File: config.mk
export PLATFORM = sky130hd
export DESIGN_NAME = ssq_sequencer
export DESIGN_NICKNAME = d
export VERILOG_FILES = /design/src/design/ssq_pkg.sv /design/src/design/ssq_sine_rom.sv /design/src/design/ssq_sequencer.sv
export VERILOG_INCLUDE_DIRS = /design/src /design/src/design
export SDC_FILE = /design/constraint.sdc
export NUM_CORES = 1
export LEC_CHECK = 0
export ABC_AREA = 1
export BUFFER_PORTS_ARGS = -buffer_cell sky130_fd_sc_hd__buf_2
export CAP_MARGIN = 20
export CORE_AREA = 2 2 161 163
export CTS_CLUSTER_DIAMETER = 150
export DETAILED_ROUTE_END_ITERATION = 10
export DIE_AREA = 0 0 163 165
export PLACE_DENSITY = 0.65
export SETUP_SLACK_MARGIN = 0.1
export SLEW_MARGIN = 20
export SYNTH_ARGS = -nofsm -noshare
export SYNTH_HDL_FRONTEND = slang
export SYNTH_SLANG_ARGS = --single-unit
File: constraint.sdc
create_clock -name clk_in -period 4 [get_ports clk_in]
set_input_delay 0.4 -clock clk_in [delete_from_list [all_inputs] [get_ports clk_in]]
set_output_delay 0.4 -clock clk_in [all_outputs]
set_load 0.005 [all_outputs]
File: src/design/ssq_cfg.svh
// register offsets, field positions, reset values and counts of the step sequencer
// assumes a 32-bit plain register port with byte offsets
`ifndef SSQ_CFG_SVH
`define SSQ_CFG_SVH

`define SSQ_ADDR_W        8
`define SSQ_OFS_CTRL      8'h00
`define SSQ_OFS_CFG       8'h04
`define SSQ_OFS_COIL      8'h08
`define SSQ_OFS_READBACK  8'h0C

`define SSQ_CTRL_RES_LSB  0
`define SSQ_CTRL_RES_MSB  3
`define SSQ_CTRL_INTP_BIT 8
`define SSQ_CTRL_DEDG_BIT 9

`define SSQ_CFG_RBSEL_LSB 4
`define SSQ_CFG_RBSEL_MSB 5
`define SSQ_CFG_IFOFF_BIT 7

`define SSQ_COIL_A_LSB    0
`define SSQ_COIL_A_MSB    8
`define SSQ_COIL_B_LSB    9
`define SSQ_COIL_B_MSB    17

`define SSQ_RB_ANG_LSB    10
`define SSQ_RB_ANG_MSB    19
`define SSQ_RB_STILL_BIT  7
`define SSQ_RBSEL_ANGLE   2'h0

`define SSQ_RES_RESET     4'h0
`define SSQ_RES_FULL      4'h8
`define SSQ_PER_W         21
`define SSQ_IDLE_LIMIT    21'h100000
`define SSQ_USTEPS        5'h10
`define SSQ_QUARTER       10'h100
`define SSQ_SINE_PEAK     8'hF8
`define SSQ_HALF_PEAK     8'h7C

`endif

File: src/design/ssq_pkg.sv
// types shared by the step sequencer and its testbench
// assumes nothing beyond a SystemVerilog compiler
package ssq_pkg;

  typedef struct packed {
    logic       neg;
    logic [7:0] mag;
  } ssq_coil_t;

  typedef struct packed {
    logic       double_edge_select;
    logic       interpolator_enable;
    logic [3:0] resolution_select;
  } ssq_ctrl_t;

  typedef struct packed {
    logic       step_interface_disable;
    logic [1:0] readback_select;
  } ssq_cfg_t;

endpackage

File: src/design/ssq_sine_rom.sv
// quarter-wave sine table with two registered read ports
// assumes addresses are stable from the owning module on the same clock
`timescale 1ns/1ps

module ssq_sine_rom (
  input  wire logic       clk_in,
  input  wire logic [7:0] addr_a_in,
  input  wire logic [7:0] addr_b_in,
  output logic      [7:0] data_a_out,
  output logic      [7:0] data_b_out
);

  localparam logic [7:0] SINE_TAB [256] = '{
    8'h01, 8'h02, 8'h04, 8'h05, 8'h07, 8'h08, 8'h0A, 8'h0B, 8'h0D, 8'h0E, 8'h10, 8'h11,
    8'h13, 8'h15, 8'h16, 8'h18, 8'h19, 8'h1B, 8'h1C, 8'h1E, 8'h1F, 8'h21, 8'h22, 8'h24,
    8'h25, 8'h27, 8'h28, 8'h2A, 8'h2B, 8'h2D, 8'h2E, 8'h30, 8'h31, 8'h33, 8'h34, 8'h36,
    8'h37, 8'h39, 8'h3A, 8'h3C, 8'h3D, 8'h3E, 8'h40, 8'h41, 8'h43, 8'h44, 8'h46, 8'h47,
    8'h49, 8'h4A, 8'h4C, 8'h4D, 8'h4F, 8'h50, 8'h51, 8'h53, 8'h54, 8'h56, 8'h57, 8'h59,
    8'h5A, 8'h5B, 8'h5D, 8'h5E, 8'h60, 8'h61, 8'h62, 8'h64, 8'h65, 8'h67, 8'h68, 8'h69,
    8'h6B, 8'h6C, 8'h6D, 8'h6F, 8'h70, 8'h72, 8'h73, 8'h74, 8'h76, 8'h77, 8'h78, 8'h7A,
    8'h7B, 8'h7C, 8'h7E, 8'h7F, 8'h80, 8'h81, 8'h83, 8'h84, 8'h85, 8'h87, 8'h88, 8'h89,
    8'h8A, 8'h8C, 8'h8D, 8'h8E, 8'h8F, 8'h91, 8'h92, 8'h93, 8'h94, 8'h96, 8'h97, 8'h98,
    8'h99, 8'h9A, 8'h9C, 8'h9D, 8'h9E, 8'h9F, 8'hA0, 8'hA1, 8'hA3, 8'hA4, 8'hA5, 8'hA6,
    8'hA7, 8'hA8, 8'hA9, 8'hAA, 8'hAC, 8'hAD, 8'hAE, 8'hAF, 8'hB0, 8'hB1, 8'hB2, 8'hB3,
    8'hB4, 8'hB5, 8'hB6, 8'hB7, 8'hB8, 8'hB9, 8'hBA, 8'hBB, 8'hBC, 8'hBD, 8'hBE, 8'hBF,
    8'hC0, 8'hC1, 8'hC2, 8'hC3, 8'hC4, 8'hC5, 8'hC6, 8'hC7, 8'hC8, 8'hC9, 8'hC9, 8'hCA,
    8'hCB, 8'hCC, 8'hCD, 8'hCE, 8'hCF, 8'hCF, 8'hD0, 8'hD1, 8'hD2, 8'hD3, 8'hD4, 8'hD4,
    8'hD5, 8'hD6, 8'hD7, 8'hD7, 8'hD8, 8'hD9, 8'hDA, 8'hDA, 8'hDB, 8'hDC, 8'hDC, 8'hDD,
    8'hDE, 8'hDF, 8'hDF, 8'hE0, 8'hE1, 8'hE1, 8'hE2, 8'hE2, 8'hE3, 8'hE4, 8'hE4, 8'hE5,
    8'hE5, 8'hE6, 8'hE7, 8'hE7, 8'hE8, 8'hE8, 8'hE9, 8'hE9, 8'hEA, 8'hEA, 8'hEB, 8'hEB,
    8'hEC, 8'hEC, 8'hED, 8'hED, 8'hEE, 8'hEE, 8'hEE, 8'hEF, 8'hEF, 8'hF0, 8'hF0, 8'hF0,
    8'hF1, 8'hF1, 8'hF1, 8'hF2, 8'hF2, 8'hF2, 8'hF3, 8'hF3, 8'hF3, 8'hF4, 8'hF4, 8'hF4,
    8'hF4, 8'hF5, 8'hF5, 8'hF5, 8'hF5, 8'hF6, 8'hF6, 8'hF6, 8'hF6, 8'hF6, 8'hF7, 8'hF7,
    8'hF7, 8'hF7, 8'hF7, 8'hF7, 8'hF7, 8'hF7, 8'hF8, 8'hF8, 8'hF8, 8'hF8, 8'hF8, 8'hF8,
    8'hF8, 8'hF8, 8'hF8, 8'hF8
  };

  // registered read keeps the table mappable onto a block rom
  always_ff @(posedge clk_in) begin
    data_a_out <= SINE_TAB[addr_a_in];
    data_b_out <= SINE_TAB[addr_b_in];
  end

endmodule

File: src/design/ssq_sequencer.sv
// step/direction microstep sequencer: synchroniser, edge select, angle counter,
// step interpolator, standstill detection and sine/cosine coil current lookup
// assumes step, direction and the standby strap are asynchronous pins and the
// register port is driven from logic on clk_in
`timescale 1ns/1ps
`include "ssq_cfg.svh"

module ssq_sequencer #(
  parameter logic [`SSQ_PER_W-1:0] IDLE_LIMIT = `SSQ_IDLE_LIMIT
) (
  input  wire logic                   clk_in,
  input  wire logic                   rstn_in,
  input  wire logic                   step_in,
  input  wire logic                   dir_in,
  input  wire logic                   standby_half_in,
  input  wire logic [`SSQ_ADDR_W-1:0] addr_in,
  input  wire logic [31:0]            wdata_in,
  input  wire logic                   wr_in,
  input  wire logic                   rd_in,
  output logic      [31:0]            rdata_out,
  output ssq_pkg::ssq_coil_t          coil_a_out,
  output ssq_pkg::ssq_coil_t          coil_b_out,
  output logic      [9:0]             microstep_angle_out,
  output logic                        standstill_flag_out
);

  ssq_pkg::ssq_ctrl_t       ctrl_q;
  ssq_pkg::ssq_cfg_t        cfg_q;
  logic [17:0]              coil_set_q;
  logic [31:0]              rdata_q;
  logic [2:0]               sync1_q;
  logic [2:0]               sync2_q;
  logic                     step_prev_q;
  logic                     step_s;
  logic                     dir_s;
  logic                     half_s;
  logic                     rise;
  logic                     fall;
  logic                     act_edge;
  logic [`SSQ_PER_W-1:0]    per_q;
  logic                     standstill_q;
  logic [16:0]              ivl_q;
  logic [16:0]              ivl_d;
  logic [16:0]              tick_q;
  logic [4:0]               left_q;
  logic                     udir_q;
  logic                     ustep;
  logic [9:0]               angle_q;
  logic [3:0]               res_c;
  logic [9:0]               inc;
  logic [9:0]               ang_b;
  logic [7:0]               idx_a;
  logic [7:0]               idx_b;
  logic [7:0]               rom_a;
  logic [7:0]               rom_b;
  logic                     neg_a_q;
  logic                     neg_b_q;
  logic                     half_act;
  ssq_pkg::ssq_coil_t       coil_a_q;
  ssq_pkg::ssq_coil_t       coil_b_q;
  logic [31:0]              rb_word;

  // register writes
  always_ff @(posedge clk_in or negedge rstn_in) begin
    if (!rstn_in) begin
      ctrl_q     <= '{double_edge_select: 1'b0, interpolator_enable: 1'b0,
                      resolution_select: `SSQ_RES_RESET};
      cfg_q      <= '0;
      coil_set_q <= '0;
    end else if (wr_in) begin
      case (addr_in)
        `SSQ_OFS_CTRL: begin
          ctrl_q.resolution_select   <= wdata_in[`SSQ_CTRL_RES_MSB:`SSQ_CTRL_RES_LSB];
          ctrl_q.interpolator_enable <= wdata_in[`SSQ_CTRL_INTP_BIT];
          ctrl_q.double_edge_select  <= wdata_in[`SSQ_CTRL_DEDG_BIT];
        end
        `SSQ_OFS_CFG: begin
          cfg_q.readback_select <= wdata_in[`SSQ_CFG_RBSEL_MSB:`SSQ_CFG_RBSEL_LSB];
          cfg_q.step_interface_disable <= wdata_in[`SSQ_CFG_IFOFF_BIT];
        end
        `SSQ_OFS_COIL: begin
          coil_set_q <= wdata_in[`SSQ_COIL_B_MSB:`SSQ_COIL_A_LSB];
        end
        default: begin
        end
      endcase
    end
  end

  // status word; other readback formats belong to blocks outside this one
  always_comb begin
    rb_word = '0;
    if (cfg_q.readback_select == `SSQ_RBSEL_ANGLE) begin
      rb_word[`SSQ_RB_ANG_MSB:`SSQ_RB_ANG_LSB] = angle_q;
    end
    rb_word[`SSQ_RB_STILL_BIT] = standstill_q;
  end

  // read data stand for exactly the cycle after the strobe
  always_ff @(posedge clk_in or negedge rstn_in) begin
    if (!rstn_in) begin
      rdata_q <= '0;
    end else if (rd_in) begin
      case (addr_in)
        `SSQ_OFS_CTRL:     rdata_q <= {22'h000000, ctrl_q.double_edge_select,
                                       ctrl_q.interpolator_enable, 4'h0,
                                       ctrl_q.resolution_select};
        `SSQ_OFS_CFG:      rdata_q <= {24'h000000, cfg_q.step_interface_disable, 1'b0,
                                       cfg_q.readback_select, 4'h0};
        `SSQ_OFS_COIL:     rdata_q <= {14'h0000, coil_set_q};
        `SSQ_OFS_READBACK: rdata_q <= rb_word;
        default:           rdata_q <= '0;
      endcase
    end else begin
      rdata_q <= '0;
    end
  end

  // pins are asynchronous; only the second stage is read by logic
  always_ff @(posedge clk_in or negedge rstn_in) begin
    if (!rstn_in) begin
      sync1_q     <= '0;
      sync2_q     <= '0;
      step_prev_q <= 1'b0;
    end else begin
      sync1_q     <= {standby_half_in, dir_in, step_in};
      sync2_q     <= sync1_q;
      step_prev_q <= sync2_q[0];
    end
  end

  assign step_s = sync2_q[0];
  assign dir_s  = sync2_q[1];
  assign half_s = sync2_q[2];
  assign rise   = step_s & ~step_prev_q;
  assign fall   = ~step_s & step_prev_q;
  // disabled interface drops edges so the angle stays put and no burst starts; the idle counter still runs on to its limit
  assign act_edge = ~cfg_q.step_interface_disable &
                    (rise | (ctrl_q.double_edge_select & fall));

  // cycles since the last active edge, saturating at the idle limit
  always_ff @(posedge clk_in or negedge rstn_in) begin
    if (!rstn_in) begin
      per_q <= IDLE_LIMIT;
    end else if (act_edge) begin
      per_q <= `SSQ_PER_W'(1);
    end else if (per_q < IDLE_LIMIT) begin
      per_q <= per_q + `SSQ_PER_W'(1);
    end
  end

  always_ff @(posedge clk_in or negedge rstn_in) begin
    if (!rstn_in) begin
      standstill_q <= 1'b0;
    end else if (act_edge) begin
      standstill_q <= 1'b0;
    end else if (per_q >= IDLE_LIMIT) begin
      standstill_q <= 1'b1;
    end
  end

  // sixteenth of the interval that just ended; a saturated count gives IDLE_LIMIT/16, 2^16 at the default limit
  always_comb begin
    ivl_d = per_q[`SSQ_PER_W-1:4];
    if (ivl_d == 17'h00000) begin
      ivl_d = 17'h00001;
    end
  end

  // a disabled interface also stops a pending burst, so the angle stays frozen
  assign ustep = ctrl_q.interpolator_enable & ~act_edge &
                 ~cfg_q.step_interface_disable &
                 (left_q != 5'h00) & (tick_q == ivl_q - 17'h00001);

  // a new edge restarts the burst, so leftovers of a slow period are lost
  always_ff @(posedge clk_in or negedge rstn_in) begin
    if (!rstn_in) begin
      ivl_q  <= 17'h00001;
      tick_q <= '0;
      left_q <= '0;
      udir_q <= 1'b0;
    end else if (act_edge) begin
      ivl_q  <= ivl_d;
      tick_q <= '0;
      left_q <= ctrl_q.interpolator_enable ? `SSQ_USTEPS : 5'h00;
      udir_q <= dir_s;
    end else if (!ctrl_q.interpolator_enable || cfg_q.step_interface_disable) begin
      left_q <= '0;
      tick_q <= '0;
    end else if (ustep) begin
      tick_q <= '0;
      left_q <= left_q - 5'h01;
    end else if (left_q != 5'h00) begin
      tick_q <= tick_q + 17'h00001;
    end
  end

  // resolution codes above fullstep act as fullstep
  assign res_c = (ctrl_q.resolution_select > `SSQ_RES_FULL) ? `SSQ_RES_FULL
                                                             : ctrl_q.resolution_select;
  assign inc   = 10'h001 << res_c;

  // angle wraps naturally in 10 bits
  always_ff @(posedge clk_in or negedge rstn_in) begin
    if (!rstn_in) begin
      angle_q <= '0;
    end else if (ustep) begin
      angle_q <= udir_q ? angle_q - 10'h001 : angle_q + 10'h001;
    end else if (act_edge && !ctrl_q.interpolator_enable) begin
      angle_q <= dir_s ? angle_q - inc : angle_q + inc;
    end
  end

  // cosine is the sine a quarter turn ahead; odd quadrants read mirrored
  assign ang_b = angle_q + `SSQ_QUARTER;
  assign idx_a = angle_q[8] ? ~angle_q[7:0] : angle_q[7:0];
  assign idx_b = ang_b[8] ? ~ang_b[7:0] : ang_b[7:0];

  ssq_sine_rom u_rom (
    .clk_in     (clk_in),
    .addr_a_in  (idx_a),
    .addr_b_in  (idx_b),
    .data_a_out (rom_a),
    .data_b_out (rom_b)
  );

  always_ff @(posedge clk_in or negedge rstn_in) begin
    if (!rstn_in) begin
      neg_a_q <= 1'b0;
      neg_b_q <= 1'b0;
    end else begin
      neg_a_q <= angle_q[9];
      neg_b_q <= ang_b[9];
    end
  end

  assign half_act = half_s & standstill_q;

  // register-supplied currents bypass the table when the interface is off
  always_ff @(posedge clk_in or negedge rstn_in) begin
    if (!rstn_in) begin
      coil_a_q <= '0;
      coil_b_q <= '0;
    end else if (cfg_q.step_interface_disable) begin
      coil_a_q <= coil_set_q[`SSQ_COIL_A_MSB:`SSQ_COIL_A_LSB];
      coil_b_q <= coil_set_q[`SSQ_COIL_B_MSB:`SSQ_COIL_B_LSB];
    end else begin
      coil_a_q.neg <= neg_a_q;
      coil_b_q.neg <= neg_b_q;
      coil_a_q.mag <= half_act ? {1'b0, rom_a[7:1]} : rom_a;
      coil_b_q.mag <= half_act ? {1'b0, rom_b[7:1]} : rom_b;
    end
  end

  assign rdata_out           = rdata_q;
  assign coil_a_out          = coil_a_q;
  assign coil_b_out          = coil_b_q;
  assign microstep_angle_out = angle_q;
  assign standstill_flag_out = standstill_q;
endmodule

======== Word-level counts from Yosys, hierarchy flattened ========
Memory sizes are Yosys's and may differ from the RTL's. A register that Yosys moved wholly into a read port is not among the register bits.
Index checks and enable logic that the tools add are counted.
storage, ports and cells
  bits in read-only memories .............. 4,096
  word-level logic and storage cells ...... 102
  memories kept ........................... 2
  output and inout bits ................... 61
  input port bits ......................... 47
  flip-flop bits (word level) ............. 158
memories
  name              words  bits a word  rd ports  clocked after Yosys merged registers in  write ports  line                text
  (name not given)  256    8            1         1                                        0            ssq_sine_rom.sv:40  data_a_out <= SINE_TAB[addr_a_in];
  (name not given)  256    8            1         1                                        0            ssq_sine_rom.sv:41  data_b_out <= SINE_TAB[addr_b_in];
cells by class
  bitwise gates (word level) .............. 18
  equal/unequal tests ..................... 4
  reduce and logical (&&, ||, !) cells .... 15
  shift operators ......................... 1
  add/sub/neg operators ................... 9
  multiplexer cells ....................... 27
  magnitude comparators ................... 3
operators with widths
  operator                 number
  $mux W17                 5
  $pmux W20 S4             1
  $mux W10                 5
  $mux W21                 2
  $mux W32                 1
  $mux W8                  4
  $add A21 B1 Y21 const B  1
  $ge A21 B21 Y1 const B   1
  $lt A21 B21 Y1 const B   1
  $mux W5                  4
  $mux W9                  2
  $not A8 Y9               2
  $add A17 B1 Y17 const B  1
  $eq A17 B17 Y1           1
  $logic_not A17 Y1        1
  $sub A17 B1 Y17 const B  1
  $eq A8 B4 Y1 const B     2
  $not A8 Y8               2
  $add A10 B1 Y10 const B  1
  $add A10 B10 Y10         1
  $add A10 B9 Y10 const B  1
  $shl A1 B4 Y10 const A   1
  $sub A10 B1 Y10 const B  1
  $sub A10 B10 Y10         1
  other kinds (18)         34

======== Longest topological paths before layout ========
Gate-level depths: netlist of the first run.
  depth in word-level cells ............... 13
  gate-level depth with buffers ........... 27

======== By module ========
From an unflattened synthesis of the first run, not the netlist that was laid out.
second synthesis, totals
  cell total of the unflattened synthesis .. 1,615
  area, all modules ....................... 11,305.8 um^2
by module, submodules not included
  module         sequential area each (um^2)  area each (um^2)  instances  cells each
  ssq_sequencer  3,656.0                      7,972.6           1          1,001
  ssq_sine_rom   320.3                        3,333.2           1          614

======== Worst setup path after synthesis of the first run ========
OpenSTA, ideal clock, no wires.
  path kind ............................... reg2reg
  from .................................... reg ivl_q[0]
  to ...................................... reg angle_q[8], in the netlist microstep_angle_out[8]
  library setup time ...................... 0.124 ns
  path buffers ............................ 0
  setup slack ............................. 0.797 ns
  clock period less this slack ............ 3.203 ns
  arrival time ............................ 3.079 ns
  stages on the path, launching flop included .. 26
  cell sequence ........................... dfstp_2 > inv_1 > ha_1 > inv_1 > nand2_1 > nand3_1 > nand2_1 > nor2_1 > nand2_1 > nor2_1 > nand3_1 > nor2_1 > nand3_1 > nand2_1 > inv_1 > fa_1 > o21ai_0 > nand2_1 > nand2_1 > a21oi_1 > nor2_1 > nor2_1 > nor2_1 > nor2_1 > xor2_1 > a21oi_2
between the ends
  word-level cells in the longest chain between the ends .. 4
RTL lines
  item                                            line                  text
  start: declaration                              ssq_sequencer.sv:42   logic [16:0] ivl_q;
  start signal: assignment                        ssq_sequencer.sv:183  ivl_q <= ivl_d;
  $sub A17 B1 Y17 (*)                             ssq_sequencer.sv:173  (left_q != 5'h00) & (tick_q == ivl_q - 17'h00001);
  $eq A17 B17 Y1 (*)                              ssq_sequencer.sv:173
  $and A1 B1 Y1 (*)                               ssq_sequencer.sv:173
  $mux W10 or $reduce_bool A2 Y1 (tied branches)  -
  end signal: assignment                          ssq_sequencer.sv:208  angle_q <= udir_q ? angle_q - 10'h001 : angle_q + 10'h001;
  end signal: assignment                          ssq_sequencer.sv:210  angle_q <= dir_s ? angle_q - inc : angle_q + inc;
  end: declaration                                ssq_sequencer.sv:48   logic [9:0] angle_q;
Mark *: on every way between the ends. The rest lies on a longest branch, timed or not.
A chain may end at the register's enable or synchronous reset.

======== Final worst setup path of the first run ========
Same ends and word-level chain as after synthesis.

==> impl_metrics.ini, run 1 <==
[status]
status = finished clean

[floorplanning]
die_area_um2 = 26900
die_y_um = 165
coreArea_um2 = 25040
initial_utilization = 0.4469
rows = 58
die_w_um = 163
io_pins = 108

[timing]
worst_slew_pin_slew_ns = 1.056
worst_clock_skew_ns = 0.01439
max_freq_ghz = 0.2816
period_share = 0.8878
hold_violations = 0
setup_viol = 0
slew_headroom = 0.2950
rsz0062_at_grt = no
fin_setup_tns_ns = 0
post-route-min-period_ns = 3.551
slew_viol_final = 0

[final_layout]
drive_gt1_frac = 0.1280
area.growth.synth_to_final_pct = 11.57
n_fill_cell = 2484
antennaDiodeCount = 0
final_area_um2 = 12480
final_cells = 1978
final_nets = 1723
regArea_um2 = 3976
multi_input_area_um2 = 6218

[clock_network]
insertion_delay_ns = 0.43
clkTransAtPathRegs_ns = 0.08
tritoncts = yes
cts_buffers = 17
clock-sinks = 162
clk_path_buf_depth = 2
ctsRootBufferMaster = clkbuf_16
post_cts_buffers = 0
h-tree-depth = 4

[route]
drt-initial-drc-count = 1125
drt.antenna.violating_nets = 0
drc = 0
dr.pass1.iters = 6
vias_per_cell = 5.466
wl_um = 32990
wl_per_cell_um = 16.68
num_vias = 10810

[critical_path]
startpoint_type = register
crit_required_ns = 4.31
worstSetupPathType = reg2reg
end_kind = register
cp.arrival_ns = 3.86
critPathMaxFanout = 4

[power_and_ir_drop]
ir_drop_mv = 0.5038
power.density_nw_per_um2 = 850.3
p_leak_nw = 6.067

[synth]
async_flop_share = 0.9012
yosysUniqueCellTypes = 70
syn_inst = 1573
synth-main-ff-cell = dfrtp_1
synth_edf_count = 0
ys_warn_count = 0
synth-seq-cells = 162
netlist_area_um2 = 11190
synth.avg_cell_area_um2 = 7.113
ys_seq_area_frac = 0.3554

[placement]
post_dp_cell_area_um2 = 11870
portBuffers = 81
place.detailed.hpwl_um = 24190
post-place-cells = 1945
gp_congestion = 0.9580

[global_routing]
grt_overflow = 0
grtUsageTotal = 0.2499
grt_pass1_wl_um = 53210
grt_pass1_vias = 10120
grt_max_degree = 83
antenna_found_initial = 0

[min_path]
worstHoldPathType = in2reg

[run]
drv_cap = 0
-- power breakdown --
group / switching [W] / internal [W] / leakage [nW] / total [W]
Combinational: 0.00458 / 0.00221 / 3.71 / 0.00679
Clock: 0.000781 / 0.000859 / 0.293 / 0.00164
Sequential: 0.000256 / 0.00193 / 2.06 / 0.00219
Total: 0.00561 / 0.00500 / 6.07 / 0.0106
-- what timing repair did --
item | 4_1_cts | 5_1_grt
endpoints found under the setup margin | 0 | 3
hold buffers | 1 | 0
endpoints found under the hold margin | 54 | 0
resized for setup | 0 | 4
-- cell families (layout without fill, tap and decap cells) --
family                   Yosys count  in the layout  share of synthesized area
flip-flops                       162            162                     0.3554
buffers and inverters            246            310                    0.09482
XOR/XNOR                          41             41                    0.03377
AND/OR/NAND/NOR                  750            750                     0.2917
other                              1             12                  0.0003351
adder cells (fa/ha/maj)           41             41                    0.04652
multiplexers                       8              8                   0.008051
AO/OA/AOI/OAI                    324            324                     0.1694
-- worst max-delay path: stages (launching register included) --
cell and delay [ns]:
dfstp_2 0.53, inv_1 0.09, ha_2 0.29, xnor2_1 0.14, nor2_1 0.12, nand2_1 0.07
inv_1 0.05, nand2_1 0.04, nor2_1 0.14, nand3_1 0.10, nor2_1 0.17, nand2_1 0.08
nand2_1 0.07, o21ai_0 0.09, ha_1 0.35, a21oi_1 0.14, o21ai_1 0.09, nand2_1 0.08
nand2_1 0.06, a21oi_1 0.19, nor2_1 0.07, nor2_1 0.09, nor2_1 0.05, nor2_1 0.11
xor2_1 0.18, a21oi_2 0.07
-- stage by stage --
stage | hold WS [ns] | setup slack (ns) | utilization | total power (W)
2_1_floorplan | 0.1044 | 0.7971 | - | 0.006809
3_3_place_gp | 0.3330 | 0.3750 | 0.4741 | 0.008832
3_5_place_dp | 0.3433 | 0.3040 | 0.4741 | 0.008800
4_1_cts | 0.05216 | 0.2416 | 0.4983 | 0.01048
5_1_grt | 0.04277 | 0.1079 | 0.4987 | 0.01147
6_report | 0.06224 | 0.4489 | 0.4987 | 0.01062
-- path summary, 6_finish.rpt --
path / depth (start not counted) / slack, ns / start / to
worst max-delay path: 25 / 0.45 / ivl_q[0] / microstep_angle_out[8]
worst min-delay path: 1 / 0.06 / standby_half_in / sync1_q[2]
worst max register to register: 25 / 0.45 / ivl_q[0] / microstep_angle_out[8]
worst min register to register: 0 / 0.36 / sync1_q[2] / sync2_q[2]
max in group asynchronous: 3 / 2.64 / rstn_in / coil_a_out[6]
min in group asynchronous: 2 / 0.50 / rstn_in / per_q[3]
-- registers in the layout, summed over array words and instances, names as in the netlist, 6 cells and up --
name / cells
per_q: 21
rdata_out: 20
coil_set_q: 18
ivl_q: 17
tick_q: 17
microstep_angle_out: 10
coil_a_out: 9
coil_b_out: 9
u_rom.data_a_out: 8
u_rom.data_b_out: 8
ctrl_q: 6
-- layer usage --
metal  routed length [µm]  vias up  global-route usage  part of all wire
li1                     -     5295                   -                 -
met1                14940     5032              0.3418              0.45
met2                15070      404              0.3954              0.46
met3                 1896       80             0.03491             0.057
met4                 1079        0              0.1094             0.033
met5                    0        -                   0                 0
-- layout make-up --
cell class                 instances  area share
clock buffer                      18     0.03518
clock inverter                    14     0.01243
inverter                         166     0.04991
multi-input combinational       1176      0.4981
sequential                       162      0.3185
tap                              330     0.03307
timing repair buffer             112     0.05282
-- cells in the mapped netlist, drive strengths merged, types with 3 or more instances --
cell type / count / area (µm²)
xor2: 28 / 264.0
buf: 48 / 316.5
nor2: 163 / 675.6
o2111ai: 8 / 70.07
nand4: 18 / 112.6
nor3: 32 / 181.4
a31oi: 22 / 137.6
or2: 5 / 31.28
dfrtp: 144 / 3603
o311ai: 6 / 52.55
nand3b: 5 / 37.54
o211ai: 13 / 97.59
xnor2: 13 / 113.9
clkbuf: 32 / 121.4
o31ai: 4 / 30.03
nor4: 15 / 130.1
nor3b: 5 / 47.54
a221oi: 3 / 26.28
a21oi: 100 / 523.0
mux2: 8 / 90.09
ha: 40 / 500.5
nand3: 68 / 370.4
dfxtp: 16 / 320.3
inv: 166 / 623.1
nand2: 439 / 1678
o22ai: 3 / 18.77
o221ai: 8 / 70.07
o21ai: 136 / 691.9
-- cell usage in the layout (no fill, tap or decap), types with 6 or more instances in the layout --
cell type  netlist  layout
a21oi_1         94      94
a21oi_2          6       6
a31oi_1         22      22
buf_2           22      80
buf_4           22      29
clkbuf_16        0      17
conb_1           1      12
dfrtp_1        144     144
dfxtp_1         16      16
ha_1            40      39
inv_1          161     161
mux2_2           8       8
nand2_1        429     429
nand2_2          9       9
nand3_1         65      64
nand4_1         18      18
nor2_1         149     148
nor2_2          10      11
nor3_1          29      29
nor4_1          12      12
o2111ai_1        8       8
o211ai_1        13      13
o21ai_0        126     125
o21ai_1          9      10
o221ai_1         8       8
xnor2_1         13      11
xor2_1          27      27
(Power assumes the default switching activity.)
==> run 2: changes to the inputs <==
Settings changed: RECOVER_POWER from default to 25.
==> run 2 against run 1 <==
The flow now finishes with violations (max-capacitance violations, max-slew violations). Worst hold slack worse by 0.0019 ns. Sequential power about the same. Die area unchanged. Combinational power about the same. Worst setup slack better by 0.00060 ns. Critical path depth unchanged. Final cell count unchanged. Sequential cell count unchanged. Power down 0.16%. First-iteration DRC count up 2.1%. Highest routed layer unchanged.
==> impl_metrics.ini, run 2 (synthesis results as in run 1) <==
[timing]
slew_viol_final = 65
fin_setup_tns_ns = 0
rsz0062_at_grt = no
period_share = 0.8876
worst_slew_pin_slew_ns = 1.629
post-route-min-period_ns = 3.551
worst_clock_skew_ns = 0.01693
hold_violations = 0
holdWs_ns = 0.06038
setup_viol = 0
slew_headroom = -0.08581
max_freq_ghz = 0.2816

[critical_path]
rrSetupSlack_ns = 0.45
end_kind = register
reg2reg_depth = 25
startpoint_type = register
critPathMaxFanout = 4
cp.arrival_ns = 3.86
worstSetupPathType = reg2reg
crit_required_ns = 4.31

[route]
num_vias = 10790
dr.pass1.iters = 5
drc = 0
wl_um = 32980
drt-initial-drc-count = 1149
wl_per_cell_um = 16.67
drt.antenna.violating_nets = 0
vias_per_cell = 5.452

[final_layout]
final_cell_mix = 429 x nand2_1, 161 x inv_1, 148 x nor2_1
final_area_um2 = 12460
drive_gt1_frac = 0.1226
multi_input_area_um2 = 6218
final_nets = 1723
top_register = per_q
area.growth.synth_to_final_pct = 11.39
final_core_util = 0.4979
antennaDiodeCount = 0
final_common_cell = nand2_1
regArea_um2 = 3976
n_fill_cell = 2490
largest_reg_flops = 21

[power_and_ir_drop]
p_int_w = 0.004992
pwr-share-comb = 0.638
switching_power_w = 0.005607
ir_drop_mv = 0.5036
power.density_nw_per_um2 = 850.4
p_leak_nw = 6.032
seqPwrFrac = 0.207
clkPwrFrac = 0.155
switching_share = 0.5290

[clock_network]
ctsRootBufferMaster = clkbuf_16
post_cts_buffers = 0
tritoncts = yes
insertion_delay_ns = 0.44
clkTransAtPathRegs_ns = 0.08
cts_buffers = 17
clk_path_buf_depth = 2
h-tree-depth = 4
clock-sinks = 162

[global_routing]
grt_pass1_vias = 10120
grtUsageTotal = 0.2499
grt_pass1_wl_um = 53210
antenna_found_initial = 0
grt_max_degree = 83
grt_overflow = 0

[status]
status = finished with violations
violations = max-capacitance violations, max-slew violations

[floorplanning]
die_y_um = 165
die_area_um2 = 26900
initial_utilization = 0.4469
rows = 58
coreArea_um2 = 25040
die_w_um = 163
io_pins = 108

[placement]
post_dp_cell_area_um2 = 11870
portBuffers = 81
gp_congestion = 0.9580
place.detailed.hpwl_um = 24190

[run]
drv_cap = 1

[min_path]
holdPathStages = 1
worstHoldPathType = in2reg
[run 2: timing repair]
| item | in CTS | in global routing |
|---|---|---|
| resized for setup | 0 | 4 |
| setup endpoints to repair | 0 | 3 |
| hold buffers | 1 | 0 |
| hold endpoints to repair | 54 | 0 |
[run 2: path summary, 6_finish.rpt]
check,start,to
worst max-delay path,ivl_q[0],microstep_angle_out[8]
worst min-delay path,step_in,sync1_q[0]
worst max register to register,ivl_q[0],microstep_angle_out[8]
worst min register to register,sync1_q[2],sync2_q[2]
max in group asynchronous,rstn_in,coil_a_out[6]
min in group asynchronous,rstn_in,per_q[3]
[run 2: power by group through the flow]
stage	combinational, W	clock (W)	sequential [W]
floorplan	0.00470	0	0.00211
global placement	0.00662	0	0.00222
detailed placement	0.00658	0	0.00222
CTS	0.00662	0.00167	0.00219
global route	0.00749	0.00174	0.00222
finish	0.00677	0.00164	0.00219
[run 2: per-layer routing]
layer	vias up	global-route usage	routed length [µm]
met5	-	0	0
met4	0	0.1094	1150
met3	87	0.03491	1941
met2	381	0.3954	14950
met1	5020	0.3418	14940
li1	5297	-	-
[run 2: area by class of cell]
| type | count | area share |
|---|---|---|
| inverters | 166 | 0.04999 |
| multi-input cells | 1176 | 0.4989 |
| flip-flops and latches | 162 | 0.3190 |
| well taps | 330 | 0.03313 |
| repair buffers | 112 | 0.05129 |
| clock inverters | 14 | 0.01245 |
| clock buffers | 18 | 0.03523 |
[run 2: critical path, cell delays in order, from the launching register on]
cell,delay [ns]
dfstp_2,0.53
inv_1,0.09
ha_2,0.29
xnor2_1,0.14
nor2_1,0.12
nand2_1,0.07
inv_1,0.05
nand2_1,0.04
nor2_1,0.14
nand3_1,0.10
nor2_1,0.17
nand2_1,0.08
nand2_1,0.07
o21ai_0,0.09
ha_1,0.35
a21oi_1,0.14
o21ai_1,0.09
nand2_1,0.08
nand2_1,0.06
a21oi_1,0.19
nor2_1,0.07
nor2_1,0.09
nor2_1,0.05
nor2_1,0.11
xor2_1,0.18
a21oi_2,0.07
[run 2: metrics by stage]
step | cells | total power (W) | setup slack (ns)
finish | 1978 | 0.01060 | 0.4495
global route | 1978 | 0.01146 | 0.1079
CTS | 1978 | 0.01048 | 0.2416
detailed placement | 1945 | 0.008800 | 0.3040
global placement | 1945 | 0.008832 | 0.3750
floorplan | 1584 | 0.006809 | 0.7971
